[config.mk]
export PLATFORM = sky130hd
export DESIGN_NAME = nrim_top
export DESIGN_NICKNAME = d
export VERILOG_FILES = /design/src/rtl/nrim_flag_bank.v /design/src/rtl/nrim_guard_timer.v /design/src/rtl/nrim_top.v
export VERILOG_INCLUDE_DIRS = /design/src /design/src/rtl
export SDC_FILE = /design/constraint.sdc
export NUM_CORES = 1
export LEC_CHECK = 0
export ABC_AREA = 1
export BUFFER_PORTS_ARGS = -buffer_cell sky130_fd_sc_hd__clkbuf_2
export CELL_PAD_IN_SITES_DETAIL_PLACEMENT = 1
export CELL_PAD_IN_SITES_GLOBAL_PLACEMENT = 1
export CORE_AREA = 8 8 186 117
export CTS_BUF_LIST = sky130_fd_sc_hd__clkbuf_4
export DETAILED_ROUTE_END_ITERATION = 6
export DIE_AREA = 0 0 194 125
export PLACE_DENSITY = 0.58
export REMOVE_ABC_BUFFERS = 1
export SYNTH_ARGS = -nofsm -noshare
export SYNTH_HDL_FRONTEND = slang
export SYNTH_SLANG_ARGS = --single-unit
[constraint.sdc]
create_clock -name clock -period 3.4 [get_ports clock]
set_input_delay 0.17 -clock clock [delete_from_list [all_inputs] [get_ports clock]]
set_output_delay 0.17 -clock clock [all_outputs]
set_load 0.03 [all_outputs]
[src/rtl/nrim_regs.vh]
/*
 * register offsets, field positions, reset values and timing counts
 * of the interrupt status and mask block.
 * assumes: included by bare name from rtl files, definitions only.
 */
`ifndef NRIM_REGS_VH
`define NRIM_REGS_VH

// register port
`define NRIM_ADDR_W       6
`define NRIM_DATA_W       8
`define NRIM_MAIN_MASK    6'h14
`define NRIM_TNFC_MASK    6'h15
`define NRIM_ERR_MASK     6'h16
`define NRIM_MAIN_STAT    6'h17
`define NRIM_TNFC_STAT    6'h18
`define NRIM_ERR_STAT     6'h19
`define NRIM_RESET_VAL    8'h00
`define NRIM_MAIN_RDCLR   8'hfc

// main status fields
`define NRIM_M_OSC        7
`define NRIM_M_WL         6
`define NRIM_M_RXS        5
`define NRIM_M_RXE        4
`define NRIM_M_TXE        3
`define NRIM_M_COL        2
`define NRIM_M_TIM        1
`define NRIM_M_ERR        0

// timer and nfc status fields
`define NRIM_T_DCT        7
`define NRIM_T_NRE        6
`define NRIM_T_GPE        5
`define NRIM_T_EON        4
`define NRIM_T_EOF        3
`define NRIM_T_CAC        2
`define NRIM_T_CAT        1
`define NRIM_T_NFCT       0

// error and wake-up fields
`define NRIM_E_SOFT       5
`define NRIM_E_HARD       4
`define NRIM_E_WT         3

// timing
`define NRIM_CLK_MHZ      40
`define NRIM_GUARD_US     1000
`define NRIM_GUARD_W      24

`endif

[src/rtl/nrim_flag_bank.v]
/*
 * bank of sticky status flags, one per bit.
 * assumes: set, clear and clear-all come from logic on the same clock.
 */
`timescale 1ns/1ps
`default_nettype none

module nrim_flag_bank #(
   parameter W = 8
) (
   input  wire         clock,
   input  wire         rst,
   input  wire         clr_all,
   input  wire [W-1:0] set_vec,
   input  wire [W-1:0] clr_vec,
   output wire [W-1:0] flags
);

   reg [W-1:0] flag_reg;

   genvar i;
   generate
      for (i = 0; i < W; i = i + 1) begin : g_bit
         // set beats clear so an event in the read cycle survives
         always @(posedge clock) begin
            if (rst || clr_all) begin
               flag_reg[i] <= 1'b0;
            end else if (set_vec[i]) begin
               flag_reg[i] <= 1'b1;
            end else if (clr_vec[i]) begin
               flag_reg[i] <= 1'b0;
            end
         end
      end
   endgenerate

   assign flags = flag_reg;

endmodule // nrim_flag_bank

`default_nettype wire

[src/rtl/nrim_guard_timer.v]
/*
 * one-shot down counter for the guard time after own field switch-on.
 * assumes: start and abort are one-cycle pulses on the same clock.
 */
`timescale 1ns/1ps
`default_nettype none
`include "nrim_regs.vh"

module nrim_guard_timer #(
   parameter CYCLES = 40000
) (
   input  wire clock,
   input  wire rst,
   input  wire abort,
   input  wire start,
   output wire busy,
   output wire done
);

   // cut to the counter width on purpose, counts above it wrap
   localparam integer             LOAD_I = CYCLES - 1;
   localparam [`NRIM_GUARD_W-1:0] LOAD   = LOAD_I[`NRIM_GUARD_W-1:0];

   reg [`NRIM_GUARD_W-1:0] count_reg;
   reg                     busy_reg;
   reg                     done_reg;

   always @(posedge clock) begin
      if (rst || abort) begin
         count_reg <= {`NRIM_GUARD_W{1'b0}};
         busy_reg  <= 1'b0;
         done_reg  <= 1'b0;
      end else begin
         done_reg <= 1'b0;
         if (start) begin
            count_reg <= LOAD;
            busy_reg  <= 1'b1;
         end else if (busy_reg) begin
            if (count_reg == {`NRIM_GUARD_W{1'b0}}) begin
               busy_reg <= 1'b0;
               done_reg <= 1'b1;
            end else begin
               count_reg <= count_reg - 1'b1;
            end
         end
      end
   end

   assign busy = busy_reg;
   assign done = done_reg;

endmodule // nrim_guard_timer

`default_nettype wire

[src/rtl/nrim_top.v]
/*
 * interrupt status and mask logic of an hf reader / nfc device:
 * three mask registers, three read-to-clear status registers (main summary bits clear on the tnfc and err reads),
 * rf collision avoidance sequencing and the interrupt request output.
 * assumes: event inputs are one-cycle pulses or levels on clock,
 * except osc_stable_pin and ext_field_pin, which are asynchronous.
 */
// Decided for this implementation: the plain strobed port.
`timescale 1ns/1ps
`default_nettype none
`include "nrim_regs.vh"

module nrim_top #(
   parameter GUARD_CYCLES = `NRIM_GUARD_US * `NRIM_CLK_MHZ
) (
   input  wire                    clock,
   input  wire                    rst,
   // register port
   input  wire [`NRIM_ADDR_W-1:0] addr,
   input  wire [`NRIM_DATA_W-1:0] wdata,
   input  wire                    wr_en,
   input  wire                    rd_en,
   output wire [`NRIM_DATA_W-1:0] rdata,
   // commands and operating state
   input  wire                    set_default_cmd,
   input  wire                    osc_enable,
   input  wire                    osc_stable_pin,
   input  wire                    rx_active,
   input  wire                    tx_active,
   input  wire                    fifo_near_full,
   input  wire                    fifo_near_empty,
   // receive / transmit events
   input  wire                    rx_start,
   input  wire                    rx_end,
   input  wire                    tx_end,
   input  wire                    bit_collision,
   // timer and nfc events
   input  wire                    dir_cmd_done,
   input  wire                    nrt_expire,
   input  wire                    gpt_expire,
   input  wire                    ext_field_pin,
   input  wire                    ca_start,
   input  wire                    target_mode,
   input  wire                    bitrate_found,
   // error and wake-up events, bit order of the status register
   input  wire [7:0]              err_events,
   // results
   output wire                    irq,
   output wire                    field_on
);

   ////////////////////////////////////////////////////////////
   // declarations

   localparam [2:0] CA_IDLE  = 3'b001;
   localparam [2:0] CA_SENSE = 3'b010;
   localparam [2:0] CA_GUARD = 3'b100;

   reg  [7:0] main_mask_reg;
   reg  [7:0] tnfc_mask_reg;
   reg  [7:0] err_mask_reg;
   reg  [7:0] rdata_reg;
   reg  [7:0] rdata_next;
   reg        irq_reg;
   reg        field_on_reg;
   reg  [2:0] ca_state_reg;
   reg  [2:0] ca_state_next;

   reg        osc_meta_reg;
   reg        osc_sync_reg;
   reg        osc_prev_reg;
   reg        fld_meta_reg;
   reg        fld_sync_reg;
   reg        fld_prev_reg;
   reg        wl_prev_reg;

   wire [7:0] main_flags;
   wire [7:0] tnfc_flags;
   wire [7:0] err_flags;
   reg  [7:0] main_set;
   reg  [7:0] main_clr;
   reg  [7:0] tnfc_set;
   wire [7:0] tnfc_clr;
   wire [7:0] err_set;
   wire [7:0] err_clr;

   wire       rd_main;
   wire       rd_tnfc;
   wire       rd_err;
   wire       fifo_level_flag;
   wire       osc_rise;
   wire       fld_rise;
   wire       fld_fall;
   wire       wl_level;
   wire       ca_collide;
   wire       ca_clear;
   wire       guard_done;
   wire       mask_soft_framing;
   wire       mask_hard_framing;
   wire       mask_wakeup_timer;
   wire [7:0] main_pend;
   wire [7:0] tnfc_pend;
   wire [7:0] err_pend;

   ////////////////////////////////////////////////////////////
   // functions

   function hit;
      input [`NRIM_ADDR_W-1:0] a;
      input [`NRIM_ADDR_W-1:0] ref_a;
      begin
         hit = (a == ref_a);
      end
   endfunction

   ////////////////////////////////////////////////////////////
   // asynchronous inputs

   // first stage feeds only the second stage
   always @(posedge clock) begin
      if (rst) begin
         osc_meta_reg <= 1'b0;
         osc_sync_reg <= 1'b0;
         osc_prev_reg <= 1'b0;
         fld_meta_reg <= 1'b0;
         fld_sync_reg <= 1'b0;
         fld_prev_reg <= 1'b0;
         wl_prev_reg  <= 1'b0;
      end else begin
         osc_meta_reg <= osc_stable_pin;
         osc_sync_reg <= osc_meta_reg;
         osc_prev_reg <= osc_sync_reg;
         fld_meta_reg <= ext_field_pin;
         fld_sync_reg <= fld_meta_reg;
         fld_prev_reg <= fld_sync_reg;
         wl_prev_reg  <= wl_level;
      end
   end

   assign osc_rise = osc_sync_reg & ~osc_prev_reg;
   assign fld_rise = fld_sync_reg & ~fld_prev_reg;
   assign fld_fall = ~fld_sync_reg & fld_prev_reg;

   ////////////////////////////////////////////////////////////
   // mask registers

   always @(posedge clock) begin
      if (rst || set_default_cmd) begin
         main_mask_reg <= `NRIM_RESET_VAL;
         tnfc_mask_reg <= `NRIM_RESET_VAL;
         err_mask_reg  <= `NRIM_RESET_VAL;
      end else if (wr_en) begin
         if (hit(addr, `NRIM_MAIN_MASK)) begin
            main_mask_reg <= wdata;
         end
         if (hit(addr, `NRIM_TNFC_MASK)) begin
            tnfc_mask_reg <= wdata;
         end
         if (hit(addr, `NRIM_ERR_MASK)) begin
            err_mask_reg <= wdata;
         end
      end
   end

   assign mask_soft_framing = err_mask_reg[`NRIM_E_SOFT];
   assign mask_hard_framing = err_mask_reg[`NRIM_E_HARD];
   assign mask_wakeup_timer = err_mask_reg[`NRIM_E_WT];

   ////////////////////////////////////////////////////////////
   // read-to-clear strobes

   assign rd_main = rd_en && hit(addr, `NRIM_MAIN_STAT);
   assign rd_tnfc = rd_en && hit(addr, `NRIM_TNFC_STAT);
   assign rd_err  = rd_en && hit(addr, `NRIM_ERR_STAT);

   ////////////////////////////////////////////////////////////
   // fifo water level

   // edge of the combined level, so a level held high gives one event
   assign wl_level = (rx_active & fifo_near_full)
                   | (tx_active & fifo_near_empty);

   assign fifo_level_flag = wl_level & ~wl_prev_reg;

   ////////////////////////////////////////////////////////////
   // collision avoidance sequence

   // the field level is sampled once, in the sense state
   assign ca_collide = (ca_state_reg == CA_SENSE) & fld_sync_reg;
   assign ca_clear   = (ca_state_reg == CA_SENSE) & ~fld_sync_reg;

   always @* begin
      ca_state_next = ca_state_reg;
      case (ca_state_reg)
         CA_IDLE: begin
            if (ca_start) begin
               ca_state_next = CA_SENSE;
            end
         end
         CA_SENSE: begin
            if (fld_sync_reg) begin
               ca_state_next = CA_IDLE;
            end else begin
               ca_state_next = CA_GUARD;
            end
         end
         CA_GUARD: begin
            if (guard_done) begin
               ca_state_next = CA_IDLE;
            end
         end
         default: begin
            ca_state_next = CA_IDLE;
         end
      endcase
   end

   always @(posedge clock) begin
      if (rst || set_default_cmd) begin
         ca_state_reg <= CA_IDLE;
         field_on_reg <= 1'b0;
      end else begin
         ca_state_reg <= ca_state_next;
         if (ca_clear) begin
            field_on_reg <= 1'b1;
         end
      end
   end

   // guard time runs from field switch-on
   nrim_guard_timer #(
      .CYCLES (GUARD_CYCLES)
   ) u_guard (
      .clock (clock),
      .rst   (rst),
      .abort (set_default_cmd),
      .start (ca_clear),
      .busy  (),
      .done  (guard_done)
   );

   ////////////////////////////////////////////////////////////
   // status set and clear vectors

   always @* begin
      tnfc_set = 8'h00;
      tnfc_set[`NRIM_T_DCT]  = dir_cmd_done;
      tnfc_set[`NRIM_T_NRE]  = nrt_expire;
      tnfc_set[`NRIM_T_GPE]  = gpt_expire;
      tnfc_set[`NRIM_T_EON]  = fld_rise;
      tnfc_set[`NRIM_T_EOF]  = fld_fall;
      tnfc_set[`NRIM_T_CAC]  = ca_collide;
      tnfc_set[`NRIM_T_CAT]  = guard_done;
      tnfc_set[`NRIM_T_NFCT] = target_mode & bitrate_found;
   end

   assign tnfc_clr = rd_tnfc ? 8'hff : 8'h00;

   assign err_set = err_events;
   assign err_clr = rd_err ? 8'hff : 8'h00;

   always @* begin
      main_set = 8'h00;
      main_set[`NRIM_M_OSC] = osc_rise & osc_enable;
      main_set[`NRIM_M_WL]  = fifo_level_flag;
      main_set[`NRIM_M_RXS] = rx_start;
      main_set[`NRIM_M_RXE] = rx_end;
      main_set[`NRIM_M_TXE] = tx_end;
      main_set[`NRIM_M_COL] = bit_collision;
      main_set[`NRIM_M_TIM] = |tnfc_set;
      main_set[`NRIM_M_ERR] = |err_set;
   end

   always @* begin
      main_clr = rd_main ? `NRIM_MAIN_RDCLR : 8'h00;
      main_clr[`NRIM_M_TIM] = rd_tnfc;
      main_clr[`NRIM_M_ERR] = rd_err;
   end

   ////////////////////////////////////////////////////////////
   // status registers

   // one bank for all three registers, vectors kept bit-aligned
   nrim_flag_bank #(
      .W (24)
   ) u_flags (
      .clock   (clock),
      .rst     (rst),
      .clr_all (set_default_cmd),
      .set_vec ({main_set, tnfc_set, err_set}),
      .clr_vec ({main_clr, tnfc_clr, err_clr}),
      .flags   ({main_flags, tnfc_flags, err_flags})
   );

   ////////////////////////////////////////////////////////////
   // interrupt request

   // summary bits have no mask and are left out: their details count
   assign main_pend = main_flags & ~main_mask_reg & `NRIM_MAIN_RDCLR;
   assign tnfc_pend = tnfc_flags & ~tnfc_mask_reg;
   assign err_pend  = {err_flags[7:6] & ~err_mask_reg[7:6],
                       err_flags[`NRIM_E_SOFT] & ~mask_soft_framing,
                       err_flags[`NRIM_E_HARD] & ~mask_hard_framing,
                       err_flags[`NRIM_E_WT] & ~mask_wakeup_timer,
                       err_flags[2:0] & ~err_mask_reg[2:0]};

   always @(posedge clock) begin
      if (rst) begin
         irq_reg <= 1'b0;
      end else begin
         irq_reg <= |{main_pend, tnfc_pend, err_pend};
      end
   end

   ////////////////////////////////////////////////////////////
   // read data

   // shows the value before the read clears it
   always @* begin
      rdata_next = 8'h00;
      if (rd_en) begin
         case (addr)
            `NRIM_MAIN_MASK: rdata_next = main_mask_reg;
            `NRIM_TNFC_MASK: rdata_next = tnfc_mask_reg;
            `NRIM_ERR_MASK:  rdata_next = err_mask_reg;
            `NRIM_MAIN_STAT: rdata_next = main_flags;
            `NRIM_TNFC_STAT: rdata_next = tnfc_flags;
            `NRIM_ERR_STAT:  rdata_next = err_flags;
            default:         rdata_next = 8'h00;
         endcase
      end
   end

   always @(posedge clock) begin
      if (rst) begin
         rdata_reg <= 8'h00;
      end else begin
         rdata_reg <= rdata_next;
      end
   end

   assign rdata    = rdata_reg;
   assign irq      = irq_reg;
   assign field_on = field_on_reg;

endmodule // nrim_top

`default_nettype wire

==> results of run 1 <==
[synth_stat cells, types with 6 or more instances]
cell type,number,area [um^2]
sky130_fd_sc_hd__nand2_1,148,556
sky130_fd_sc_hd__a21oi_1,62,310
sky130_fd_sc_hd__nor2_1,108,405
sky130_fd_sc_hd__nand4_1,11,68.8
sky130_fd_sc_hd__nand2_2,6,37.5
sky130_fd_sc_hd__o21ai_0,23,115
sky130_fd_sc_hd__nand3_1,57,285
sky130_fd_sc_hd__xor2_1,6,52.6
sky130_fd_sc_hd__clkbuf_1,6,22.5
sky130_fd_sc_hd__nor2_4,9,101
sky130_fd_sc_hd__inv_1,79,297
sky130_fd_sc_hd__dfxtp_1,94,1880
sky130_fd_sc_hd__o22ai_1,6,37.5
sky130_fd_sc_hd__nor2_2,10,62.6
[layout by cell type, fill, tap and decap left out, types with 2 or more instances in the layout]
master	n
sky130_fd_sc_hd__dlygate4sd3_1	31
sky130_fd_sc_hd__nor2_4	9
sky130_fd_sc_hd__xor2_1	6
sky130_fd_sc_hd__nor3_1	5
sky130_fd_sc_hd__a22o_1	3
sky130_fd_sc_hd__inv_6	3
sky130_fd_sc_hd__o21ai_0	23
sky130_fd_sc_hd__buf_4	2
sky130_fd_sc_hd__clkinv_4	2
sky130_fd_sc_hd__nor2_2	10
sky130_fd_sc_hd__nand3_1	57
sky130_fd_sc_hd__xnor2_1	4
sky130_fd_sc_hd__nand2_1	148
sky130_fd_sc_hd__inv_1	79
sky130_fd_sc_hd__clkbuf_4	9
sky130_fd_sc_hd__clkbuf_2	53
sky130_fd_sc_hd__a21oi_1	62
sky130_fd_sc_hd__o22ai_1	6
sky130_fd_sc_hd__dfxtp_1	94
sky130_fd_sc_hd__nand2_4	3
sky130_fd_sc_hd__nor2_1	108
sky130_fd_sc_hd__nor4_1	3
sky130_fd_sc_hd__nand4_1	11
sky130_fd_sc_hd__o211ai_1	4
sky130_fd_sc_hd__nand2_2	6
sky130_fd_sc_hd__ha_1	4
sky130_fd_sc_hd__inv_2	4
[final cells by class]
class | count | area (um^2)
sequential | 94 | 1880
clock inverter | 7 | 56.3
antenna | 1 | 2.50
inverter | 84 | 315
clock buffer | 9 | 67.6
multi-input combinational | 480 | 2340
timing repair buffer | 86 | 591
tap | 252 | 315
fill | 2447 | 13700
[routing by layer]
layer / vias up / GRT usage [%] / part of all wire (%) / wire, um
li1: 2324 / - / - / -
met1: 2126 / 21.8 / 58 / 9200
met2: 101 / 16.2 / 36 / 5650
met3: 11 / 3.03 / 5.6 / 885
met4: 0 / 3.09 / 0.95 / 151
met5: - / 0 / 0 / 0
[stage by stage]
step / cells / worst slack [ps] / instance area [um^2] / hold WS (ps)
floorplan: 658 / 1750 / 4540 / 239
global placement: 965 / 1470 / 5130 / 366
detailed placement: 965 / 1400 / 5130 / 372
CTS: 1012 / 1370 / 5570 / 13.6
global route: 1013 / 1170 / 5570 / 39.4
finish: 1013 / 1370 / 5570 / 50.0
[path summary, 6_finish.rpt]
path	start	cells past startpoint	slack, ps	end
setup / recovery	u_guard.count_reg[0]$_SDFFE_PP0P_	9	1370	u_guard.count_reg[0]$_SDFFE_PP0P_
hold / removal	rst	2	50	wl_prev_reg$_SDFF_PP0_
setup reg to reg	u_guard.count_reg[0]$_SDFFE_PP0P_	9	1370	u_guard.count_reg[0]$_SDFFE_PP0P_
hold reg to reg	osc_meta_reg$_SDFF_PP0_	2	420	osc_sync_reg$_SDFF_PP0_
[logic make-up after synthesis]
logic type      synth area share, %
compound gates                 11.5
simple gates                   35.9
buf+inv                        9.17
fa+ha+maj                      1.08
flops                          40.5
xor+xnor                       1.88
[power breakdown]
group	total (mW)	internal (mW)	switching, mW	leakage [nW]
clock network	0.594	0.159	0.435	0.0673
logic	0.184	0.0773	0.106	1.62
registers	1.14	1.12	0.0150	0.763
total	1.91	1.36	0.556	2.45
[worst max-delay path: cells and delay by family (launching register included)]
| family | cells | cell delay, ps |
|---|---|---|
| adder cells (fa/ha/maj) | 1 | 320 |
| AO/OA/AOI/OAI | 1 | 150 |
| buffers and inverters | 2 | 520 |
| flip-flops | 1 | 370 |
| AND/OR/NAND/NOR | 5 | 600 |
[what timing repair did]
item                                    in CTS  in global routing
endpoints found under the setup margin       0                  0
hold buffers                                31                  0
hold endpoints to repair                    45                  0
==> summary.md, run 1 <==
* **outcome** finished clean
* **Final Hold Violating Endpoints** 0
* **crit share post-route** 59.6%
* **total clock buffers created by CTS** 9
* **largest net degree at the start of global routing** 40
* **DR DRC count** 0
* **Global Route Usage Sum** 13.3%
* **Remaining Overflow, GRT** 0
* **largest voltage drop on the vdd net** 0.140 mV
* **area delta synth->final** 19.8%
* **Final Critical Period** 2030 ps
* **cell at the slowest stage of the critical path** sky130_fd_sc_hd__dfxtp_1
* **critical path launch point type** flip-flop
* **crit path max fanout** 21
* **CTS tree** yes
* **share of flip-flops with an asynchronous set or reset** 0%
* **number of standard cells after synthesis** 676
* **global placer's final weighted congestion** 0.801
* **leading register cell type out of synthesis** sky130_fd_sc_hd__dfxtp_1
* **final core utilization** 28.8%
* **overall die width** 194 um
* **number of global-route vias before repair** 4356
* **Max H-tree Level** 3
* **number of library cell types mapped by synthesis** 35
* **number of sinks handled by clock tree synthesis** 94
* **largest clock skew in the final design** 22.9 ps
* **biggest cell delay along the critical path** 370 ps
* **height of the die** 125 um
* **setup repair after global routing missed its margin** no
* **Yosys Warn Count** 0
* **Critical Path AT** 2450 ps
* **Hold/Removal Path Class** primary input to flip-flop
* **LEAKAGE** 2.45 nW
* **number of buffers on the longest clock path** 2
* **placement row count** 40
* **Core Footprint** 19300 um^2
* **Total Negative Setup Slacks** 0 ps
* **power per standard cell area** 344 nW/um^2
* **antenna violations before repair** 1
* **wire length of the first global-routing pass** 25300 um
* **number of buffers inserted to repair setup after CTS** 0
* **clock latency on the worst-skew pair** 490 ps
* **number of nets in the finished design** 803
* **wirelength, routed** 15900 um
* **kind of end point of the critical path** flip-flop
* **ANT nets after route** 0
* **synthesized area per cell** 6.88 um^2
* **maximum clock frequency** 493 MHz
* **Cell Area, Synth** 4650 um^2
* **CP cell instances** clkinv_1 -> ha_1 -> nand2_2 -> nor2_4 -> nand3_4 -> nand2_4 -> inv_2 -> nand2_1 -> a21oi_1
* **Port-buffer cells** 53
* **# IOs** 54
* **total power** 1.91 mW
* **Slew Limit Fails** 0
* **HPWL after DPL** 12400 um
* **share of cells above drive strength 1** 14.2%
* **start-to-end type of the worst setup path** flip-flop to flip-flop
* **Max-Cap Viols** 0
* **clock root buffer master** sky130_fd_sc_hd__clkbuf_4
* **flops & latches, synth** 94
* **number of vias after detailed routing** 4562
* **initial core utilization** 24.1%
* **iteration count of the initial detailed-routing pass** 4
* **transition time at the pin with the least slew margin** 733 ps
* **sequential fraction of the synthesis area** 40.5%
* **Total Die Area** 24300 um^2
* **Required @ worst endpoint** 3820 ps
* **number of enable-type register cells in the synthesized netlist** 0
* **CTS clock-pin slew for the worst setup and hold paths** 170 ps
* **number of setup violations in the final report** 0
* **initial drt markers** 295
* **CTS-repair resized insts** 0
* **DR vias/cell** 4.50
* **Max transition margin** 50.8%
* **routed length per placed instance** 15.7 um
Power figures use the tool's default switching activity.
==> inputs of run 2 (changes only) <==
PLACE_DENSITY = 0.6   (was 0.58)
clock period = 1.7 ns   (was 3.4 ns; I/O delays follow)
==> run 2 against run 1 <==
  * Setup slack lost 1200 ps
  * Routed wire length rose by 3.8%
  * Largest power group unchanged
  * Hold slack better by 32 ps
  * Power is 120% higher
  * Maximum frequency increased by 29%
  * Sequential cell count stayed put
  * Register-to-register slack got worse by 1200 ps
  * Global-route usage grew 0.33 points
  * Utilization rose by 1.7 points
  * Combinational power rose by 120%
  * Cell count grew 2.7%
  * Die area stayed put
==> summary.md, run 2 (synthesized netlist as in run 1, its figures left out) <==
* **largest net degree at the start of global routing** 40
* **Global Route Usage Sum** 13.6%
* **number of setup violations in the final report** 0
* **kind of end point of the critical path** flip-flop
* **family of cells with the greatest summed delay on the critical path** simple AND/OR/NAND/NOR gates
* **Final Critical Period** 1570 ps
* **commonest cells after routing, fill and taps aside** sky130_fd_sc_hd__nand2_1 (148), sky130_fd_sc_hd__nor2_1 (104), sky130_fd_sc_hd__dfxtp_1 (93), sky130_fd_sc_hd__inv_1 (78), sky130_fd_sc_hd__a21oi_1 (62)
* **placement row count** 40
* **LEAKAGE** 2.63 nW
* **Port-buffer cells** 53
* **wire length of the first global-routing pass** 26000 um
* **initial drt markers** 235
* **cell count after placement** 988
* **transition time at the pin with the least slew margin** 478 ps
* **Max transition margin** 68.2%
* **largest clock skew in the final design** 32.6 ps
* **Max-Cap Viols** 0
* **CP cell instances** nor2_4 -> nand2_4 -> nor2_4 -> nand3_4 -> buf_4 -> nand3_1 -> nand2_1 -> nor2_1 -> nor2_1
* **crit share post-route** 92.3%
* **crit path max fanout** 12
* **Core Footprint** 19300 um^2
* **leading cell type in the layout, fill and taps excluded** sky130_fd_sc_hd__nand2_1
* **HPWL after DPL** 13000 um
* **total buffers and inverters traversed by the critical path** 1
* **Remaining Overflow, GRT** 0
* **share of cells above drive strength 1** 17.7%
* **number of buffers on the longest clock path** 2
* **global placer's final weighted congestion** 0.802
* **Critical Path AT** 1920 ps
* **largest voltage drop on the vdd net** 0.289 mV
* **Hold/Removal Path Class** primary input to flip-flop
* **power per standard cell area** 720 nW/um^2
* **CTS tree** yes
* **biggest cell delay along the critical path** 430 ps
* **CTS clock-pin slew for the worst setup and hold paths** 160 ps
* **final non-filler cell area** 5910 um^2
* **Total Negative Setup Slacks** 0 ps
* **area delta synth->final** 27.1%
* **routed length per placed instance** 15.9 um
* **height of the die** 125 um
* **Total Die Area** 24300 um^2
* **filler-free cell count of the finished design** 1040
* **Area after DPL** 5330 um^2
* **# IOs** 54
* **number of vias after detailed routing** 4692
* **antenna violations before repair** 1
* **start-to-end type of the worst setup path** flip-flop to flip-flop
* **DR DRC count** 0
* **Required @ worst endpoint** 2050 ps
* **overall die width** 194 um
* **DR vias/cell** 4.51
* **wirelength, routed** 16500 um
* **total power** 4.26 mW
* **iteration count of the initial detailed-routing pass** 4
* **total clock buffers created by CTS** 9
* **initial core utilization** 24.1%
* **clock root buffer master** sky130_fd_sc_hd__clkbuf_4
* **number of buffers inserted to repair setup after CTS** 0
* **clock latency on the worst-skew pair** 470 ps
* **Final Hold Violating Endpoints** 0
* **cell at the slowest stage of the critical path** sky130_fd_sc_hd__dfxtp_1
* **outcome** finished clean
* **number of nets in the finished design** 831
* **worst hold slack across all endpoints** 82.0 ps
* **Max H-tree Level** 3
* **ANT nets after route** 0
* **Slew Limit Fails** 0
* **number of global-route vias before repair** 4566
* **number of sinks handled by clock tree synthesis** 94
* **maximum clock frequency** 637 MHz
* **critical path launch point type** flip-flop
==> run 2: cell count changes in the layout (fill, tap and decap cells not counted), moves of 3 or more <==
| cell | previous run | this run |
|---|---|---|
| sky130_fd_sc_hd__bufinv_16 | 0 | 3 |
| sky130_fd_sc_hd__nor2_1 | 108 | 104 |
| sky130_fd_sc_hd__dlygate4sd3_1 | 31 | 36 |
| sky130_fd_sc_hd__buf_4 | 2 | 23 |
==> run 2: through the flow <==
step / setup WS, ps / utilization (%)
6_report: 130 / 30.6
5_1_grt: -13.3 / 30.6
4_1_cts: 50.6 / 30.4
3_5_place_dp: 32.4 / 27.6
3_3_place_gp: 84.5 / 27.6
2_1_floorplan: 89.4 / -
==> run 2: final timing paths <==
path | end | from | slack, ps | cells past startpoint
max | u_guard.count_reg[5]$_SDFFE_PP0P_ | u_guard.count_reg[6]$_SDFFE_PP0P_ | 130 | 9
min | u_guard.done$_SDFF_PP0_ | set_default_cmd | 80 | 6
max reg2reg | u_guard.count_reg[5]$_SDFFE_PP0P_ | u_guard.count_reg[6]$_SDFFE_PP0P_ | 130 | 9
min reg2reg | osc_sync_reg$_SDFF_PP0_ | osc_meta_reg$_SDFF_PP0_ | 420 | 2
==> run 2: area by class of cell <==
type	instances	area (um^2)
well taps	252	315
clock buffers	9	67.6
inverters	84	318
fillers	2438	13400
clock inverters	6	118
multi-input cells	480	2370
diodes	1	2.50
flip-flops and latches	94	1880
repair buffers	114	838
==> run 2: routing by layer <==
metal / global-route usage, % / vias up / wire length (um)
met4: 2.86 / 0 / 119
met2: 16.9 / 97 / 5910
met3: 3.24 / 7 / 840
met1: 22.1 / 2211 / 9620
li1: - / 2377 / -
met5: 0 / - / 0
==> run 2: tightest hold or removal path: cells and delay by family <==
family        cells  cell delay (ps)
buf+inv           2              200
simple gates      4              200
==> run 2: power by group <==
| group | leakage, nW | total [mW] | switching (mW) | internal [mW] |
|---|---|---|---|---|
| sequential | 0.763 | 2.27 | 0.0280 | 2.24 |
| combinational | 1.77 | 0.396 | 0.221 | 0.175 |
| clock | 0.0945 | 1.59 | 0.838 | 0.752 |
==> run 2: what timing repair did <==
item,4_1_cts,5_1_grt
gates cloned,0,0
hold buffers,36,0
gates resized for setup,1,11
pin swaps,0,0
setup endpoints to repair,5,23
endpoints found under the hold margin,51,0
==> inputs of run 3 (changes only) <==
HOLD_SLACK_MARGIN = 0.12   (was unset)
==> run 3 against run 2 <==
  * Largest cell class unchanged
  * Cell area rose by 4.0%
  * Critical endpoint is now u_flags.flags[8]$_SDFFE_PP0P_
  * Largest power group unchanged
  * First-iteration DRC count grew 21%
  * Maximum frequency decreased by 4.4%
==> summary.md, run 3 (synthesized netlist as in run 1, its figures left out) <==
* **clock latency on the worst-skew pair** 480 ps
* **number of instances on the worst hold path** 5
* **Hold/Removal Path Class** primary input to flip-flop
* **Endpoint, Worst Hold** u_flags.flags[23]$_SDFFE_PP0P_
* **reg2reg path depth** 9
* **Remaining Overflow, GRT** 0
* **area delta synth->final** 32.2%
* **number of vias after detailed routing** 4864
* **global placer's final weighted congestion** 0.802
* **total clock buffers created by CTS** 9
* **power per standard cell area** 702 nW/um^2
* **number of sinks handled by clock tree synthesis** 94
* **outcome** finished clean
* **number of nets in the finished design** 855
* **Global Route Usage Sum** 13.9%
* **maximum clock frequency** 609 MHz
* **start-to-end type of the worst setup path** primary input to flip-flop
* **largest clock skew in the final design** 35.3 ps
* **Final Hold Violating Endpoints** 0
* **Max H-tree Level** 3
* **critical path launch point type** primary input
* **wirelength, routed** 17100 um
* **overall die width** 194 um
* **DR DRC count** 0
* **Max transition margin** 67.1%
* **flop-to-flop setup slack** 140 ps
* **HPWL after DPL** 13000 um
* **setup repair after global routing missed its margin** no
* **CTS clock-pin slew for the worst setup and hold paths** 170 ps
* **largest net degree at the start of global routing** 40
* **# IOs** 54
* **CTS tree** yes
* **number of setup violations in the final report** 0
* **startpoint of the worst register-to-register path** u_guard.count_reg[6]$_SDFFE_PP0P_
* **Final Critical Period** 1640 ps
* **kind of end point of the critical path** flip-flop
* **initial drt markers** 285
* **Core Footprint** 19300 um^2
* **DR vias/cell** 4.57
* **placement row count** 40
* **transition time at the pin with the least slew margin** 493 ps
* **share of cells above drive strength 1** 17.3%
* **ANT nets after route** 0
* **endpoint of the worst register-to-register path** u_guard.count_reg[5]$_SDFFE_PP0P_
* **Total Die Area** 24300 um^2
* **Slew Limit Fails** 0
* **number of global-route vias before repair** 4681
* **iteration count of the initial detailed-routing pass** 5
* **Critical Path AT** 2040 ps
* **number of buffers on the longest clock path** 2
* **Max-Cap Viols** 0
* **commonest cells after routing, fill and taps aside** sky130_fd_sc_hd__nand2_1 (148), sky130_fd_sc_hd__nor2_1 (104), sky130_fd_sc_hd__dfxtp_1 (93), sky130_fd_sc_hd__inv_1 (78), sky130_fd_sc_hd__a21oi_1 (62)
* **antenna violations before repair** 1
* **Required @ worst endpoint** 2090 ps
* **Port-buffer cells** 53
* **crit path max fanout** 2
* **LEAKAGE** 2.73 nW
* **crit share post-route** 96.6%
* **HP Start** addr[5]
* **leading cell type in the layout, fill and taps excluded** sky130_fd_sc_hd__nand2_1
* **clock root buffer master** sky130_fd_sc_hd__clkbuf_4
* **wire length of the first global-routing pass** 26700 um
* **height of the die** 125 um
* **Total Negative Setup Slacks** 0 ps
* **total power** 4.32 mW
* **routed length per placed instance** 16.0 um
* **initial core utilization** 24.1%
* **largest voltage drop on the vdd net** 0.285 mV
-- run 3: through the flow --
step	instance area, um^2	util [%]	setup WS (ps)	instances	hold WS, ps
3_3_place_gp	5330	27.6	84.5	988	285
2_1_floorplan	4540	-	89.4	658	154
5_1_grt	6150	31.8	3.77	1064	190
4_1_cts	6110	31.6	50.8	1062	141
6_report	6150	31.8	57.4	1064	186
3_5_place_dp	5330	27.6	32.4	988	286
-- run 3: report_power, final --
group	leakage (nW)	switching, mW	internal [mW]
logic	1.88	0.233	0.208
clock network	0.0945	0.854	0.752
registers	0.763	0.0288	2.24
total	2.73	1.12	3.20
-- run 3: worst max-delay path by stage --
stage,startpoint,end,slack (ps),depth (start not counted)
floorplan,u_guard.count_reg[0]$_SDFFE_PP0P_,u_guard.count_reg[0]$_SDFFE_PP0P_,90,9
global placement,u_guard.count_reg[0]$_SDFFE_PP0P_,u_guard.count_reg[0]$_SDFFE_PP0P_,80,9
detailed placement,u_guard.count_reg[0]$_SDFFE_PP0P_,u_guard.count_reg[0]$_SDFFE_PP0P_,30,9
CTS,u_guard.count_reg[0]$_SDFFE_PP0P_,u_guard.count_reg[11]$_SDFFE_PP0P_,50,11
global route,u_guard.count_reg[9]$_SDFFE_PP0P_,u_guard.count_reg[5]$_SDFFE_PP0P_,4,9
finish,bitrate_found,u_flags.flags[8]$_SDFFE_PP0P_,60,6
-- run 3: cell type report --
class / instances / area [um^2]
fillers: 2445 / 13200
clock inverters: 6 / 118
flip-flops and latches: 94 / 1880
repair buffers: 138 / 1080
diodes: 1 / 2.50
multi-input cells: 480 / 2370
inverters: 84 / 318
clock buffers: 9 / 67.6
well taps: 252 / 315
-- run 3: repair_timing --
action,CTS,global route
gates resized for setup,1,11
endpoints found under the setup margin,5,23
endpoints found under the hold margin,60,0
pin swaps,0,0
buffers inserted,0,1
hold buffers,59,0
gates cloned,0,0
-- run 3: routing by layer --
layer	vias to the layer above	wire length (um)	global-route usage (%)
li1	2423	-	-
met1	2326	9760	22.5
met2	103	6250	17.6
met3	12	896	3.11
met4	0	168	3.13
met5	-	0	0
-- run 3: critical path, cell delays in order --
cell,delay [ps]
sky130_fd_sc_hd__dlygate4sd3_1,530
sky130_fd_sc_hd__clkbuf_2,100
sky130_fd_sc_hd__nand2_1,50
sky130_fd_sc_hd__dlygate4sd3_1,620
sky130_fd_sc_hd__a21oi_1,80
sky130_fd_sc_hd__dlygate4sd3_1,570
